`src/hdl/ic_pkg.sv`:
```
`default_nettype none
package ic_pkg;
	// ==========================================
	// Widths
	localparam int AW = 32;
	localparam int MDW = 64;
	localparam int SDW = 32;
	localparam int LW = 8;
	localparam int SLW = 9;
	localparam int WORD_BITS = 2;
	localparam int NSLV = 2;

	// ==========================================
	// Response codes, lowest severity first in rank
	localparam logic [1:0] RESP_OKAY = 2'h0;
	localparam logic [1:0] RESP_EXOKAY = 2'h1;
	localparam logic [1:0] RESP_SLVERR = 2'h2;
	localparam logic [1:0] RESP_DECERR = 2'h3;
	localparam logic [1:0] RANK_EXOKAY = 2'h0;
	localparam logic [1:0] RANK_OKAY = 2'h1;
	localparam logic [1:0] RANK_SLVERR = 2'h2;
	localparam logic [1:0] RANK_DECERR = 2'h3;

	// ==========================================
	// Memory map: each base is a multiple of its span
	localparam logic [AW-1:0] S0_BASE = 32'h0000_0000;
	localparam int S0_SPAN_BITS = 12;
	localparam logic [AW-1:0] S1_BASE = 32'h0001_0000;
	localparam int S1_SPAN_BITS = 16;
	localparam int S0_AW = S0_SPAN_BITS - WORD_BITS;
	localparam int S1_AW = S1_SPAN_BITS - WORD_BITS;
	localparam int LAW = S1_AW;

	// ==========================================
	// Topology options
	// Slave 1 is a bridge without response support
	localparam logic [NSLV-1:0] SLV_HAS_RESP = 2'h1;
	localparam logic [NSLV-1:0] SLV_SECURE_ONLY = 2'h2;
	localparam logic M_HAS_RESP = 1'h1;
	// Must be even so sub-bursts end on a wide beat boundary
	localparam logic [SLW-1:0] S_MAX_BURST = 9'h004;
	localparam logic [SLW-1:0] ONE_S = 9'h001;
	localparam logic [LW-1:0] ONE_W = 8'h01;
	localparam logic [LW-1:0] TWO_W = 8'h02;
	localparam logic [LAW-1:0] ONE_L = 14'h0001;
	localparam logic [NSLV-1:0] SEL_NONE = 2'h0;
	localparam logic [NSLV-1:0] SEL_S0 = 2'h1;
	localparam logic [NSLV-1:0] SEL_S1 = 2'h2;
endpackage : ic_pkg
`default_nettype wire

```
`src/hdl/dec_if.sv`:
```
`default_nettype none
// ==========================================
// Address window check between top and decoders
interface dec_if #(parameter int SAW = 10);
	logic [ic_pkg::AW-1:0] addr;
	logic nonsecure;
	logic hit;
	logic [SAW-1:0] laddr;
	modport dec (input addr, input nonsecure, output hit, output laddr);
	modport user (output addr, output nonsecure, input hit, input laddr);
endinterface : dec_if
`default_nettype wire

```
`src/hdl/addr_window_decode.sv`:
```
`default_nettype none
// ==========================================
// One slave window of the master's decoder
module addr_window_decode #(
	parameter logic [ic_pkg::AW-1:0] BASE = '0,
	parameter int SPAN_BITS = 12,
	parameter logic SECURE_ONLY = 1'h0
) (
	dec_if.dec d
);
	// Base is span aligned, so only the upper bits are compared
	assign d.hit = (d.addr[ic_pkg::AW-1:SPAN_BITS] == BASE[ic_pkg::AW-1:SPAN_BITS])
		&& !(SECURE_ONLY && d.nonsecure);
	// Only the word bits inside the span go to the slave
	assign d.laddr = d.addr[SPAN_BITS-1:ic_pkg::WORD_BITS];
endmodule : addr_window_decode
`default_nettype wire

```
`src/hdl/mm_response_merge_addr_decode.sv`:
```
`default_nettype none
// Notes on behaviour
// - Split write responses merge into one
// - Narrow read responses merge per wide beat
// - Severity DECERR, SLVERR, OKAY, EXOKAY
// - Forward slave response when both support it
// - Interconnect answers OKAY for responseless slave
// - No responses anywhere if neither supports them
// - Responseless bridge: generate here, discard beyond
// - Illegal or insecure access goes to default
// - Select asserted when address in range, unless a nonsecure access hits a secure-only slave
// - Slave address trimmed to its span
// - Per-master decoding to each slave width
// - Base address multiple of span
module mm_response_merge_addr_decode (
	input wire logic clk,
	input wire logic rst,
	input wire logic ce,
	input wire logic m_cmd_valid,
	output logic m_cmd_ready,
	input wire logic m_write,
	input wire logic [ic_pkg::AW-1:0] m_addr,
	input wire logic [ic_pkg::LW-1:0] m_len,
	input wire logic m_nonsecure,
	input wire logic m_wvalid,
	output logic m_wready,
	input wire logic [ic_pkg::MDW-1:0] m_wdata,
	output logic m_rvalid,
	input wire logic m_rready,
	output logic [ic_pkg::MDW-1:0] m_rdata,
	output logic [1:0] m_rresp,
	output logic m_rlast,
	output logic m_bvalid,
	input wire logic m_bready,
	output logic [1:0] m_bresp,
	output logic [ic_pkg::NSLV-1:0] s_sel,
	output logic [ic_pkg::S0_AW-1:0] s0_addr,
	output logic [ic_pkg::S1_AW-1:0] s1_addr,
	output logic s_cmd_valid,
	input wire logic s_cmd_ready,
	output logic s_write,
	output logic [ic_pkg::SLW-1:0] s_len,
	output logic s_wvalid,
	input wire logic s_wready,
	output logic [ic_pkg::SDW-1:0] s_wdata,
	output logic s_wlast,
	input wire logic s_rvalid,
	output logic s_rready,
	input wire logic [ic_pkg::SDW-1:0] s_rdata,
	input wire logic [1:0] s_rresp,
	input wire logic s_bvalid,
	output logic s_bready,
	input wire logic [1:0] s_bresp
);
	// ==========================================
	// Types and state
	typedef enum logic [3:0] {
		ST_IDLE,
		ST_WR_CMD,
		ST_WR_DATA,
		ST_WR_RESP,
		ST_RD_CMD,
		ST_RD_DATA,
		ST_DEF_WR,
		ST_DEF_RD,
		ST_BRESP
	} state_t;

	typedef struct packed {
		state_t state;
		logic m_cmd_ready;
		logic m_wready;
		logic m_rvalid;
		logic m_rlast;
		logic m_bvalid;
		logic [ic_pkg::MDW-1:0] rdata;
		logic [1:0] rresp;
		logic [1:0] bresp;
		logic [ic_pkg::NSLV-1:0] sel;
		logic s_cmd_valid;
		logic s_write;
		logic [ic_pkg::SLW-1:0] s_len;
		logic s_wvalid;
		logic s_wlast;
		logic [ic_pkg::SDW-1:0] s_wdata;
		logic s_rready;
		logic s_bready;
		logic [ic_pkg::LAW-1:0] lw;
		logic [ic_pkg::SLW-1:0] remain;
		logic [ic_pkg::SLW-1:0] sub_left;
		logic [ic_pkg::LW-1:0] wide_left;
		logic [ic_pkg::MDW-1:0] wbuf;
		logic half;
	} regs_t;

	regs_t r;
	regs_t next_r;
	logic mrg_clr;
	logic mrg_en;
	logic [1:0] mrg_in;
	logic [1:0] mrg_worst;
	logic sel_resp;
	logic [ic_pkg::SLW-1:0] sub_len;

	// ==========================================
	// Decoding for this master, one window per slave
	dec_if #(.SAW(ic_pkg::S0_AW)) d0 ();
	dec_if #(.SAW(ic_pkg::S1_AW)) d1 ();
	assign d0.addr = m_addr;
	assign d0.nonsecure = m_nonsecure;
	assign d1.addr = m_addr;
	assign d1.nonsecure = m_nonsecure;

	addr_window_decode #(
		.BASE(ic_pkg::S0_BASE),
		.SPAN_BITS(ic_pkg::S0_SPAN_BITS),
		.SECURE_ONLY(ic_pkg::SLV_SECURE_ONLY[0])
	) u_dec0 (
		.d(d0)
	);

	addr_window_decode #(
		.BASE(ic_pkg::S1_BASE),
		.SPAN_BITS(ic_pkg::S1_SPAN_BITS),
		.SECURE_ONLY(ic_pkg::SLV_SECURE_ONLY[1])
	) u_dec1 (
		.d(d1)
	);

	resp_merge u_merge (
		.clk(clk),
		.rst(rst),
		.ce(ce),
		.clr(mrg_clr),
		.en(mrg_en),
		.resp_in(mrg_in),
		.worst(mrg_worst)
	);

	// ==========================================
	// Helpers
	// Slaves without responses are answered here; anything beyond is dropped
	assign sel_resp = |(r.sel & ic_pkg::SLV_HAS_RESP);
	// Next sub-burst never exceeds what the slave accepts
	assign sub_len = (r.remain > ic_pkg::S_MAX_BURST) ? ic_pkg::S_MAX_BURST : r.remain;

	// ==========================================
	// Transaction sequencer
	always_comb begin
		next_r = r;
		mrg_clr = 1'b0;
		mrg_en = 1'b0;
		mrg_in = ic_pkg::RESP_OKAY;
		case (r.state)
			ST_IDLE: begin
				next_r.m_cmd_ready = 1'b1;
				if (m_cmd_valid && r.m_cmd_ready) begin
					next_r.m_cmd_ready = 1'b0;
					next_r.remain = {m_len, 1'b0};
					next_r.wide_left = m_len;
					next_r.half = 1'b0;
					mrg_clr = 1'b1;
					if (d0.hit) begin
						next_r.sel = ic_pkg::SEL_S0;
						next_r.lw = {{(ic_pkg::LAW-ic_pkg::S0_AW){1'b0}}, d0.laddr};
					end else if (d1.hit) begin
						next_r.sel = ic_pkg::SEL_S1;
						next_r.lw = d1.laddr;
					end else begin
						next_r.sel = ic_pkg::SEL_NONE;
					end
					if (!d0.hit && !d1.hit) begin
						// Unmapped or insecure: default slave answers
						if (m_write) begin
							next_r.state = ST_DEF_WR;
							next_r.m_wready = 1'b1;
						end else begin
							next_r.state = ST_DEF_RD;
							next_r.m_rvalid = 1'b1;
							next_r.rdata = '0;
							next_r.rresp = ic_pkg::M_HAS_RESP ? ic_pkg::RESP_DECERR
								: ic_pkg::RESP_OKAY;
							next_r.m_rlast = (m_len == ic_pkg::ONE_W);
						end
					end else if (m_write) begin
						next_r.state = ST_WR_CMD;
						next_r.s_cmd_valid = 1'b1;
						next_r.s_write = 1'b1;
						next_r.s_len = ({m_len, 1'b0} > ic_pkg::S_MAX_BURST)
							? ic_pkg::S_MAX_BURST : {m_len, 1'b0};
						next_r.sub_left = next_r.s_len;
					end else begin
						// Reads go out as one narrow burst of twice the length
						next_r.state = ST_RD_CMD;
						next_r.s_cmd_valid = 1'b1;
						next_r.s_write = 1'b0;
						next_r.s_len = {m_len, 1'b0};
					end
				end
			end
			ST_WR_CMD: begin
				if (s_cmd_ready) begin
					next_r.s_cmd_valid = 1'b0;
					next_r.state = ST_WR_DATA;
					next_r.m_wready = 1'b1;
				end
			end
			ST_WR_DATA: begin
				// Wide word taken, then sent as low and high halves
				if (m_wvalid && r.m_wready) begin
					next_r.wbuf = m_wdata;
					next_r.m_wready = 1'b0;
					next_r.s_wvalid = 1'b1;
					next_r.s_wdata = m_wdata[ic_pkg::SDW-1:0];
					next_r.s_wlast = (r.sub_left == ic_pkg::ONE_S);
					next_r.half = 1'b0;
				end
				if (r.s_wvalid && s_wready) begin
					next_r.remain = r.remain - ic_pkg::ONE_S;
					next_r.sub_left = r.sub_left - ic_pkg::ONE_S;
					next_r.lw = r.lw + ic_pkg::ONE_L;
					if (r.sub_left == ic_pkg::ONE_S) begin
						next_r.s_wvalid = 1'b0;
						next_r.s_wlast = 1'b0;
						next_r.state = ST_WR_RESP;
						next_r.s_bready = sel_resp;
					end else if (!r.half) begin
						next_r.half = 1'b1;
						next_r.s_wdata = r.wbuf[ic_pkg::MDW-1:ic_pkg::SDW];
						next_r.s_wlast = (r.sub_left == (ic_pkg::ONE_S + ic_pkg::ONE_S));
					end else begin
						next_r.s_wvalid = 1'b0;
						next_r.m_wready = 1'b1;
					end
				end
			end
			ST_WR_RESP: begin
				// Each sub-burst adds its response to the running worst
				if (!sel_resp || (s_bvalid && r.s_bready)) begin
					next_r.s_bready = 1'b0;
					mrg_en = 1'b1;
					mrg_in = sel_resp ? s_bresp : ic_pkg::RESP_OKAY;
					if (r.remain == '0) begin
						// All sub-bursts answered, one merged reply
						if (ic_pkg::M_HAS_RESP) begin
							next_r.state = ST_BRESP;
							next_r.m_bvalid = 1'b1;
							next_r.bresp = mrg_worst;
						end else begin
							next_r.state = ST_IDLE;
							next_r.sel = ic_pkg::SEL_NONE;
						end
					end else begin
						next_r.state = ST_WR_CMD;
						next_r.s_cmd_valid = 1'b1;
						next_r.s_len = sub_len;
						next_r.sub_left = sub_len;
					end
				end
			end
			ST_RD_CMD: begin
				if (s_cmd_ready) begin
					next_r.s_cmd_valid = 1'b0;
					next_r.state = ST_RD_DATA;
					next_r.s_rready = 1'b1;
				end
			end
			ST_RD_DATA: begin
				if (s_rvalid && r.s_rready) begin
					next_r.lw = r.lw + ic_pkg::ONE_L;
					mrg_in = sel_resp ? s_rresp : ic_pkg::RESP_OKAY;
					if (!r.half) begin
						next_r.half = 1'b1;
						next_r.wbuf[ic_pkg::SDW-1:0] = s_rdata;
						mrg_clr = 1'b1;
						mrg_en = 1'b1;
					end else begin
						// Hold the slave off until the master takes this beat
						next_r.half = 1'b0;
						next_r.s_rready = 1'b0;
						next_r.m_rvalid = 1'b1;
						next_r.rdata = {s_rdata, r.wbuf[ic_pkg::SDW-1:0]};
						next_r.rresp = ic_pkg::M_HAS_RESP ? mrg_worst : ic_pkg::RESP_OKAY;
						next_r.m_rlast = (r.wide_left == ic_pkg::ONE_W);
						next_r.wide_left = r.wide_left - ic_pkg::ONE_W;
					end
				end
				if (r.m_rvalid && m_rready) begin
					next_r.m_rvalid = 1'b0;
					next_r.m_rlast = 1'b0;
					if (r.wide_left == '0) begin
						next_r.state = ST_IDLE;
						next_r.sel = ic_pkg::SEL_NONE;
					end else begin
						next_r.s_rready = 1'b1;
					end
				end
			end
			ST_DEF_WR: begin
				// Default slave swallows the data and then errors
				if (m_wvalid && r.m_wready) begin
					next_r.wide_left = r.wide_left - ic_pkg::ONE_W;
					if (r.wide_left == ic_pkg::ONE_W) begin
						next_r.m_wready = 1'b0;
						if (ic_pkg::M_HAS_RESP) begin
							next_r.state = ST_BRESP;
							next_r.m_bvalid = 1'b1;
							next_r.bresp = ic_pkg::RESP_DECERR;
						end else begin
							next_r.state = ST_IDLE;
						end
					end
				end
			end
			ST_DEF_RD: begin
				if (r.m_rvalid && m_rready) begin
					next_r.wide_left = r.wide_left - ic_pkg::ONE_W;
					next_r.m_rlast = (r.wide_left == ic_pkg::TWO_W);
					if (r.wide_left == ic_pkg::ONE_W) begin
						next_r.m_rvalid = 1'b0;
						next_r.m_rlast = 1'b0;
						next_r.state = ST_IDLE;
					end
				end
			end
			ST_BRESP: begin
				if (m_bready) begin
					next_r.m_bvalid = 1'b0;
					next_r.state = ST_IDLE;
					next_r.sel = ic_pkg::SEL_NONE;
				end
			end
			default: begin
				next_r = '0;
			end
		endcase
	end

	// Clock enable low freezes every register
	always_ff @(posedge clk) begin
		if (rst) begin
			r <= '0;
		end else if (ce) begin
			r <= next_r;
		end
	end

	// ==========================================
	// Outputs, all taken from flops
	assign m_cmd_ready = r.m_cmd_ready;
	assign m_wready = r.m_wready;
	assign m_rvalid = r.m_rvalid;
	assign m_rdata = r.rdata;
	assign m_rresp = r.rresp;
	assign m_rlast = r.m_rlast;
	assign m_bvalid = r.m_bvalid;
	assign m_bresp = r.bresp;
	assign s_sel = r.sel;
	assign s0_addr = r.lw[ic_pkg::S0_AW-1:0];
	assign s1_addr = r.lw[ic_pkg::S1_AW-1:0];
	assign s_cmd_valid = r.s_cmd_valid;
	assign s_write = r.s_write;
	assign s_len = r.s_len;
	assign s_wvalid = r.s_wvalid;
	assign s_wdata = r.s_wdata;
	assign s_wlast = r.s_wlast;
	assign s_rready = r.s_rready;
	assign s_bready = r.s_bready;
endmodule : mm_response_merge_addr_decode
`default_nettype wire

```
`src/hdl/resp_merge.sv`:
```
`default_nettype none
// ==========================================
// Keeps the most severe response of a group
module resp_merge (
	input wire logic clk,
	input wire logic rst,
	input wire logic ce,
	input wire logic clr,
	input wire logic en,
	input wire logic [1:0] resp_in,
	output logic [1:0] worst
);
	logic [1:0] acc;
	logic [1:0] next_acc;

	function automatic logic [1:0] rank(input logic [1:0] r);
		case (r)
			ic_pkg::RESP_DECERR: rank = ic_pkg::RANK_DECERR;
			ic_pkg::RESP_SLVERR: rank = ic_pkg::RANK_SLVERR;
			ic_pkg::RESP_OKAY: rank = ic_pkg::RANK_OKAY;
			default: rank = ic_pkg::RANK_EXOKAY;
		endcase
	endfunction : rank

	// Worst of the kept value and the one arriving now
	assign worst = (rank(resp_in) > rank(acc)) ? resp_in : acc;

	// Clear restarts from the lowest rank so a lone response stands
	always_comb begin
		next_acc = acc;
		if (clr) begin
			next_acc = en ? resp_in : ic_pkg::RESP_EXOKAY;
		end else if (en) begin
			next_acc = worst;
		end
	end

	always_ff @(posedge clk) begin
		if (rst) begin
			acc <= ic_pkg::RESP_EXOKAY;
		end else if (ce) begin
			acc <= next_acc;
		end
	end
endmodule : resp_merge
`default_nettype wire

```
`config.mk`:
```
export PLATFORM = sky130hd
export DESIGN_NAME = mm_response_merge_addr_decode
export DESIGN_NICKNAME = d
export VERILOG_FILES = /design/src/hdl/ic_pkg.sv /design/src/hdl/dec_if.sv /design/src/hdl/addr_window_decode.sv /design/src/hdl/mm_response_merge_addr_decode.sv /design/src/hdl/resp_merge.sv
export SDC_FILE = /design/constraint.sdc
export NUM_CORES = 1
export LEC_CHECK = 0
export BUFFER_PORTS_ARGS = -buffer_cell sky130_fd_sc_hd__buf_2
export CORE_MARGIN = 5
export CORE_UTILIZATION = 45
export DETAILED_ROUTE_END_ITERATION = 10
export PLACE_DENSITY_LB_ADDON = 0.1
export SYNTH_ARGS = -nofsm -noshare
export SYNTH_HDL_FRONTEND = slang
export SYNTH_HIERARCHICAL = 1
export SYNTH_SLANG_ARGS = --single-unit
```
`constraint.sdc`:
```
create_clock -name clk -period 3.5 [get_ports clk]
set_clock_uncertainty 0.2 [all_clocks]
set_input_delay 0 -clock clk [delete_from_list [all_inputs] [get_ports clk]]
set_output_delay 0 -clock clk [all_outputs]
set_load 0.005 [all_outputs]
```
### Word-level counts from Yosys, hierarchy flattened

Index checks and enable logic that the tools add are counted.

| word-level totals | value |
|---|---|
| register bits | 233 |
| bits in latches | 0 |
| bits in writable memories | 0 |
| memory bits (read-only) | 0 |
| output and inout port bits | 146 |
| logic and storage cells | 285 |
| memories | 0 |

| operators by class | value |
|---|---|
| add/sub/neg operators | 4 |
| multiply operators | 0 |
| div/mod/pow operators | 0 |
| $lt $le $gt $ge | 3 |
| equality and inequality tests | 45 |
| shifts and indexed selects | 0 |
| muxes and demuxes | 128 |
| bitwise logic cells | 18 |
| reduce and logical (&&, ||, !) cells | 61 |

Operators by type and width:

| kind | count |
|---|---|
| 2-to-1 mux 66 bit | 5 |
| case mux 66 bit (3 select lines) | 1 |
| 2-to-1 mux 33 bit | 3 |
| case mux 32 bit (3 select lines) | 1 |
| 2-to-1 mux 34 bit | 2 |
| case mux 34 bit (2 select lines) | 1 |
| 2-to-1 mux 65 bit | 1 |
| 2-to-1 mux 32 bit | 2 |
| case mux 32 bit (2 select lines) | 1 |
| 2-to-1 mux 4 bit | 15 |
| case mux 14 bit (4 select lines) | 1 |
| 2-to-1 mux 9 bit | 6 |
| case mux 9 bit (3 select lines) | 2 |
| OR reduction 7 bit | 7 |
| inequality test 2 bit, second input constant | 23 |
| 2-to-1 mux 2 bit | 22 |
| 2-to-1 mux 14 bit | 3 |
| 2-to-1 mux 40 bit | 1 |
| 2-to-1 mux 8 bit | 5 |
| case mux 8 bit (5 select lines) | 1 |
| case mux 4 bit (9 select lines) | 1 |
| case mux 9 bit (4 select lines) | 1 |
| AND reduction 7 bit | 5 |
| 2-to-1 mux 1 bit | 31 |
| 52 further kinds | 118 |

### Longest topological paths before layout

Gate-level depths: netlist of the first run.

| depth | value |
|---|---|
| word-level depth | 11 |
| mapped depth | 17 |
| gate-level depth less buffers | 14 |

### Hierarchy

Netlist of the first run, hierarchy kept.

Modules (own cells, without submodules):

| module | instances | cells an instance | area each (um2) | seq. area each (um2) |
|---|---|---|---|---|
| mm_response_merge_addr_decode | 1 | 1,576 | 12,199.2 | 4,624.4 |
| resp_merge | 1 | 28 | 245.2 | 40.0 |
| addr_window_decode (u_dec1) | 1 | 20 | 167.7 | 0.0 |
| addr_window_decode (u_dec0) | 1 | 18 | 118.9 | 0.0 |

### Worst setup path before layout of the first run

No wires, ideal clock.

| timing | value |
|---|---|
| path type | reg2reg |
| start point | reg r[227] in the netlist's numbering |
| end point | reg u_merge.acc[1] |
| arrival | 3.148 ns |
| data required time | 3.180 ns |
| slack | 0.032 ns |
| cell stages (with the launch flop) | 17 |
| clock period less this slack | 3.468 ns |
| cell sequence | dfxtp_1 -> buf_2 -> buf_2 -> buf_2 -> nor2b_1 -> nand2_1 -> nor2_1 -> a22oi_1 -> nor2b_1 -> inv_1 -> ha_1 -> or2_2 -> ha_1 -> nor2b_4 -> o21ai_2 -> mux2_4 -> o31a_1 |

| between the ends | value |
|---|---|
| longest elaborated chain between the ends | 8 |
| elaborated cells between the ends (all ways) | 17 |
| those cells by class | order compare: 1; eq/ne: 4; mux: 8; reduce/logical: 4 |

Ends and longest elaborated chain:

| item | RTL line | RTL |
|---|---|---|
| from (decl) | mm_response_merge_addr_decode.sv:96 | `regs_t r;` |
| from (signal assigned) | mm_response_merge_addr_decode.sv:344 | `r <= next_r;` |
| == test 4 x 3 -> 1 bit / == test 4 x 2 -> 1 bit (equally long branches) | mm_response_merge_addr_decode.sv:154 | `case (r.state)` |
| case mux 2 bit (2 select lines) (*) | mm_response_merge_addr_decode.sv:154 |  |
| via mrg_in[0] | mm_response_merge_addr_decode.sv:100 | `logic [1:0] mrg_in;` |
| == test 2 bit / logical NOT 2 bit (equally long branches) | resp_merge.sv:17 | `case (r)` |
| case mux 2 bit (3 select lines) (*) | resp_merge.sv:17 |  |
| > comparator 2 bit (*) | resp_merge.sv:26 | `assign worst = (rank(resp_in) > rank(acc)) ? resp_in : acc;` |
| 2-to-1 mux 2 bit (*) | resp_merge.sv:26 |  |
| via mrg_worst[1] | mm_response_merge_addr_decode.sv:101 | `logic [1:0] mrg_worst;` |
| 2-to-1 mux 2 bit (*) | resp_merge.sv:33 | `end else if (en) begin` |
| 2-to-1 mux 2 bit (*) | resp_merge.sv:31 | `if (clr) begin` |
| to (signal assigned) | resp_merge.sv:40 | `acc <= ic_pkg::RESP_EXOKAY;` |
| to (signal assigned) | resp_merge.sv:42 | `acc <= next_acc;` |
| to (decl) | resp_merge.sv:13 | `logic [1:0] acc;` |

Mark *: on every way through the listed nets, which the timed path passes. The rest lies on a longest branch. The select of a mux whose other input is x is not followed.
A chain may end at the register's enable or synchronous reset.

### Final worst setup path of the first run

| timing | value |
|---|---|
| start point | reg r[227] in the netlist's numbering |
| end point | reg r (netlist bit s_write) |

| between the ends | value |
|---|---|
| longest elaborated chain between the ends | 4 |
| elaborated cells between the ends (all ways) | 15 |
| those cells by class | eq/ne: 10; mux: 1; bitwise: 1; reduce/logical: 3 |

Ends and longest elaborated chain:

| item | RTL line |
|---|---|
| == test 4 bit, or another cell as far along | mm_response_merge_addr_decode.sv:154 |
| OR reduction 8 bit (no line) | n/a |
| inverter 1 bit (no line) | n/a |
| AND reduction 4 bit (no line) | n/a |

Parallel ways exist; a longest one is shown, timed or not.

==> out/metrics.cfg, run 1 <==
[worst_setup_path]
r2r.worst_path.cells=7
crit_path_cell_trace=buf_4 -> or4_1 -> buf_4 -> or4_1 -> dlygate4sd3_1 -> a21oi_1 -> dlygate4sd3_1
crit_required_ps=3770
critPathMaxFanout=21
crit-reg2reg-launch=r[227]$_SDFFE_PP0P_
max_stage_delay_ps=560
endpoint_kind=flop
r2r_end=s_write$_SDFFE_PP0P_
rrSetupSlack_ps=130
path_class=reg -> reg
critical_path_arrival_ps=3650
cp_slowest_cell=or4_1
cp-start-kind=flop

[synthesis]
async_flop_share=0
syn_nets=1812
synth_area_leader_cell=dfxtp_1
synthDistinctLibCells=90
syn_area_per_cell_um2=7.75
synth-edff-count=0
ys_warn_count=6
ys_top_cells_by_count=233 x dfxtp_1, 213 x nand2_1, 190 x a21oi_1
synth.area.top_cells=dfxtp_1 37%, buf_4 9.4%, a21oi_1 7.5%, nand2_1 6.3%, nor2_1 4.0%
synthMostInstantiatedCell=dfxtp_1
synth_top_cell_area_share=0.366
syn_inst=1642
syn_area_um2=12700
ys.flop_type=dfxtp_1
ys_seq_area_frac=0.366
ys_ff_latch=233

[clock_tree]
clk_latency_ps=540
clockRootBuffer=clkbuf_16
cts_made_buffers=26
cts_setup_buffers=0
cts_sinks=233
cts_tree=yes
cts.reportedPaths.clkPinSlew_ps=60
htree_levels=1
clockBufferDepth=3

[timing]
fmax_ghz=0.296
fin_crit_ps=3370
final-setup-viol-count=0
maxSlewHeadroom=0.284
min_period_over_period=0.964
slew_violations=0
hold_viol=0
worst_slew_pin_slew_ps=1070
rsz0062_at_grt=false
setup-tns-final_ps=0

[final_layout]
final_area_um2=15800
fillers=2600
layout-drive-gt1-share=0.215
nets=2046
syn2layout_area_growth_pct=24.3

[global_routing]
grt_util_met3=0.0415
grt_pass1_vias=12200
grt_use_met1=0.374
grt_pass1_wl_um=67100
grt_start_max_net_pins=172
gr-total-overflow=0
grt_usage=0.261
grtUsageMet2=0.408
top_usage_layer=met2
antenna_found_initial=3

[min_path]
hp-start=m_wdata[60]
holdPathEnd=r[61]$_SDFFE_PP0P_
hold_path.class=in -> reg
hold_depth=4

[floorplan]
die_area_um2=31800
row_count=61
die_x_um=178
core_area_um2=27900
io_pins=299
start_util=0.457
die_h_um=178

[placement]
gp_congestion=0.901
placed_area_um2=13400
io_buffers=296
hpwl_um=29400

[routing]
ant_nets=0
remaining_drc_errors=0
wl_per_cell_um=19.1
drtPass1Iterations=5
wl_um=43600
via_count=12900
drt-initial-drc-count=1146
viasPerCell=5.68

[pwr]
switching_power_uw=3410
pwr-share-seq=0.359
ir_worst_vdd_mv=0.343
p_int_uw=5830
pwr_density_cell_nw_per_um2=584
p_clk_frac=0.300
leakage_uw=0.00616
p_sw_frac=0.369
p_comb_frac=0.341

[status]
status=completed

[flow_run]
timing.max_cap.violations=0

how the worst max path moves through the flow:
stage	from	endpoint	slack, ps	cells after the start
finish	r[227]$_SDFFE_PP0P_	s_write$_SDFFE_PP0P_	130	7
global route	r[228]$_SDFFE_PP0P_	m_rresp[0]$_SDFFE_PP0P_	10	15
CTS	r[227]$_SDFFE_PP0P_	s_write$_SDFFE_PP0P_	150	7
detailed placement	r[229]$_SDFFE_PP0P_	m_bresp[0]$_SDFFE_PP0P_	230	13
global placement	r[229]$_SDFFE_PP0P_	m_rresp[1]$_SDFFE_PP0P_	270	13
floorplan	r[227]$_SDFFE_PP0P_	u_merge/acc[1]$_SDFFE_PP0P_	30	16
state kept, by name (all words and copies together) (netlist names), 2 cells and up:
signal and count:
s_sel 2, s1_addr 14, m_bresp 2, r 95
u_merge/acc 2, s_wdata 32, m_rdata 64, m_rresp 2
s_len 9
worst max-delay path, delay by kind of cell, from the launching register on:
| family | cells | cell delay (ps) |
|---|---|---|
| buf+inv | 4 | 1580 |
| simple gates | 2 | 1060 |
| flops | 1 | 340 |
| compound gates | 1 | 120 |
power by group through the flow:
stage                     sequential, µW  clock [µW]  combinational, µW
after floorplan                     3260           0               2190
after global placement              3350           0               2950
after detailed placement            3360           0               2970
after CTS                           3300        2830               3120
after global routing                3360        2930               3480
final                               3310        2780               3150
layer usage:
layer	part of all wire	up-vias
met1	0.45	6060
met4	0.026	2
met3	0.082	85
met2	0.44	567
met5	0.00018	-
li1	-	6215
cell families after synthesis:
logic type | Yosys count | share of synthesized area
xor+xnor | 4 | 0.00275
compound gates | 496 | 0.249
flops | 233 | 0.366
simple gates | 569 | 0.211
buf+inv | 306 | 0.141
mux | 17 | 0.0141
fa+ha+maj | 17 | 0.0167
layout make-up:
class / instances / area, µm² / share of cell area
diodes: 3 / 7.51 / 0.000474
clock buffers: 45 / 822 / 0.0519
clock inverters: 2 / 46.3 / 0.00293
inverters: 21 / 78.8 / 0.00498
multi-input cells: 1103 / 6340 / 0.401
flip-flops and latches: 233 / 4660 / 0.295
well taps: 378 / 473 / 0.0299
repair buffers: 491 / 3390 / 0.214
repair_timing:
action	in CTS	in global routing
hold buffers	156	0
hold endpoints to repair	196	0
resized for setup	0	1
endpoints found under the setup margin	0	4
per-stage QoR:
step,hold slack [ps],cells,total power [µW],setup slack (ps),util
after CTS,10.7,2273,9250,148,0.568
after global routing,37.6,2275,9770,9.97,0.568
after floorplan,-106,1642,5450,32.0,-
after global placement,34.3,2070,6300,275,0.480
final,29.9,2276,9240,126,0.568
after detailed placement,42.9,2070,6330,231,0.480
layout by cell type, fill, tap and decap left out, types with 4 or more instances in the layout:
cell type      netlist  layout
or3_1               10       9
nand2_1            213     213
nor2b_1              7       6
dfxtp_1            233     233
and3_1               9       8
mux2i_1             13      13
buf_12               0       4
a32o_1               5       5
a22oi_1             37      37
o31ai_1              4       4
a211oi_1            46      46
buf_4              159      35
nand4_1              9       9
and2_1               6       6
o21ai_0             40      40
clkbuf_8             0      10
clkbuf_16            0      26
o21ai_1             41      41
inv_1               20      20
o21bai_1             5       5
nor4_2               6       5
a311oi_1            10       9
nand3b_1             4       4
a32oi_1             35      35
a21o_1               5       5
ha_1                17      17
nand3_1             86      86
o32ai_1              6       6
or4_1                4       4
nor3_1              26      25
dlygate4sd3_1        0     156
a22o_1               7       7
a31oi_1             20      20
a21oi_1            190     190
nor4_1              14      14
clkbuf_1            86       9
nor2_1             137     135
nand2b_1             7       7
buf_2               32     295
Note: power is estimated with default switching activity, not from simulation.
==> inputs of run 2 (changes only) <==
CORE_UTILIZATION = 49   (was 45)
==> run 2 against run 1 <==
  * Clock-buffer cell count fell by 7
  * Final area shrank 0.37%
  * Sequential power barely moved
  * Combinational power is 1% higher
==> out/metrics.cfg, run 2 (synthesis gave the netlist of run 1 again) <==
[routing]
viasPerCell=5.80  ; was 5.68
wl_um=44600  ; was 43600 µm
drtPass1Iterations=6  ; was 5
drt-initial-drc-count=1204  ; was 1146
remaining_drc_errors=0  ; unchanged
via_count=13000  ; was 12900
ant_nets=0  ; unchanged
wl_per_cell_um=20.0  ; was 19.1 µm

[clock_tree]
cts_sinks=233  ; unchanged
clockRootBuffer=clkbuf_16  ; unchanged
cts_tree=yes  ; unchanged
clockBufferDepth=3  ; unchanged
cts_setup_buffers=0  ; unchanged
clk_latency_ps=530  ; was 540 ps
cts_made_buffers=26  ; unchanged
cts.reportedPaths.clkPinSlew_ps=60  ; about the same
htree_levels=1  ; unchanged

[global_routing]
grt_pass1_vias=12300  ; was 12200
gr-total-overflow=0  ; unchanged
grt_pass1_wl_um=68200  ; was 67100 µm
grt_start_max_net_pins=76  ; was 172
grt_usage=0.286  ; was 0.261
antenna_found_initial=1  ; was 3

[final_layout]
layout-drive-gt1-share=0.216  ; was 0.215
register_area_um2=4660  ; unchanged
regMostFlops=r  ; unchanged
fillers=2340  ; was 2600
nets=2050  ; was 2046
fin_util=0.610  ; was 0.568
multi_input_area_um2=6360  ; was 6340 µm²
final_cell_mix=295 x buf_2, 233 x dfxtp_1, 213 x nand2_1  ; unchanged
largest_reg_flops=95  ; unchanged
final_common_cell=buf_2  ; unchanged
syn2layout_area_growth_pct=23.8  ; was 24.3%
fin_cells=2235  ; was 2276

[floorplan]
die_area_um2=29300  ; was 31800 µm²
row_count=59  ; was 61
start_util=0.493  ; was 0.457
die_x_um=171  ; was 178 µm
core_area_um2=25800  ; was 27900 µm²
io_pins=299  ; unchanged
die_h_um=171  ; was 178 µm

[worst_setup_path]
crit_family=simple AND/OR/NAND/NOR gates  ; was buffers and inverters
cp-start-kind=flop  ; unchanged
crit-reg2reg-launch=r[229]$_SDFFE_PP0P_  ; was r[227]$_SDFFE_PP0P_
crit_required_ps=3690  ; was 3770 ps
path_class=reg -> reg  ; unchanged
cp_slowest_cell=dfxtp_1  ; was or4_1
max_stage_delay_ps=360  ; was 560 ps
endpoint_kind=flop  ; unchanged
critPathMaxFanout=3  ; was 21
crit_path_cell_trace=nor4bb_4 -> and3_4 -> a22oi_1 -> nor2b_1 -> inv_1 -> ha_1 -> or2_2 -> ha_1 -> nor2b_4 -> o21ai_4 -> mux2_4 -> a211oi_1 -> nor3_1  ; was buf_4 -> or4_1 -> buf_4 -> or4_1 -> dlygate4sd3_1 -> a21oi_1 -> dlygate4sd3_1
critical_path_arrival_ps=3580  ; was 3650 ps
path_buf_inv=1  ; was 4
cp-startpoint=r[229]$_SDFFE_PP0P_  ; was r[227]$_SDFFE_PP0P_
path_common_cell=ha_1

[placement]
place_inst=2024  ; was 2070
gp_congestion=0.906  ; was 0.901
io_buffers=296  ; unchanged
hpwl_um=29700  ; was 29400 µm

[timing]
final-setup-viol-count=0  ; unchanged
slew_violations=0  ; unchanged
rsz0062_at_grt=true  ; was false
hold_viol=0  ; unchanged
fin_crit_ps=3390  ; was 3370 ps
min_period_over_period=0.969  ; was 0.964
worst_slew_pin_slew_ps=1080  ; was 1070 ps
maxSlewHeadroom=0.277  ; was 0.284
setup-tns-final_ps=0  ; unchanged
fmax_ghz=0.295  ; was 0.296 GHz

[pwr]
ir_worst_vdd_mv=0.517  ; was 0.343 mV
p_int_uw=5690  ; was 5830 µW
p_comb_frac=0.349  ; was 0.341
p_sw_frac=0.379  ; was 0.369
pwr-share-seq=0.360  ; was 0.359
leakage_uw=0.00617  ; was 0.00616 µW
switching_power_uw=3470  ; was 3410 µW
pwr_density_cell_nw_per_um2=581  ; was 584 nW/µm²
p_clk_frac=0.291  ; was 0.300
p_total_uw=9170  ; was 9240 µW

[flow_run]
timing.max_cap.violations=0  ; unchanged

[min_path]
hp-start=m_addr[30]  ; was m_wdata[60]
hold_path.class=in -> reg  ; unchanged

[status]
status=completed  ; unchanged

run 2: layer usage:
layer / share of wire / GRT usage / vias to the layer above
met4: 0.030 / 0.0768 / 0
li1: - / - / 6215
met2: 0.45 / 0.457 / 581
met5: 0 / 0 / -
met1: 0.42 / 0.387 / 6053
met3: 0.10 / 0.0747 / 112
run 2: timing repair:
item	CTS	global route
hold endpoints to repair	201	0
endpoints found under the setup margin	0	32
hold buffers	163	0
gates resized for setup	0	5
run 2: path summary, 6_finish.rpt:
path,cells after the start,slack (ps),end
max,13,110,m_rresp[1]$_SDFFE_PP0P_
min,5,50,r[228]$_SDFFE_PP0P_
max reg2reg,13,110,m_rresp[1]$_SDFFE_PP0P_
min reg2reg,2,250,m_rdata[19]$_SDFFE_PP0P_
run 2: final cells by class:
cell class	count	share of cell area
clock inverters	9	0.00365
well taps	335	0.0266
inverters	21	0.00500
flip-flops and latches	233	0.296
repair buffers	495	0.216
clock buffers	38	0.0493
multi-input cells	1103	0.403
diodes	1	0.000159
run 2: metrics by stage:
| stage | setup slack, ps | hold WS, ps | instance area [µm²] |
|---|---|---|---|
| finish | 107 | 47.1 | 15800 |
| global route | -52.8 | 59.1 | 15800 |
| CTS | 177 | 2.57 | 15700 |
| detailed placement | 199 | 40.4 | 13300 |
| global placement | 250 | 33.4 | 13300 |
| floorplan | 32.0 | -106 | 12700 |
run 2: tightest hold or removal path, cell delays in order:
cell and delay [ps]:
buf_2 110, nor4_2 90, nor2_1 220, a22oi_1 140, o31ai_1 190
run 2: power groups by stage:
stage	Sequential (µW)	Clock [µW]	Combinational, µW
floorplan	3260	0	2190
global placement	3340	0	2970
detailed placement	3350	0	3000
CTS	3290	2710	3140
global route	3350	2820	3510
finish	3300	2670	3190
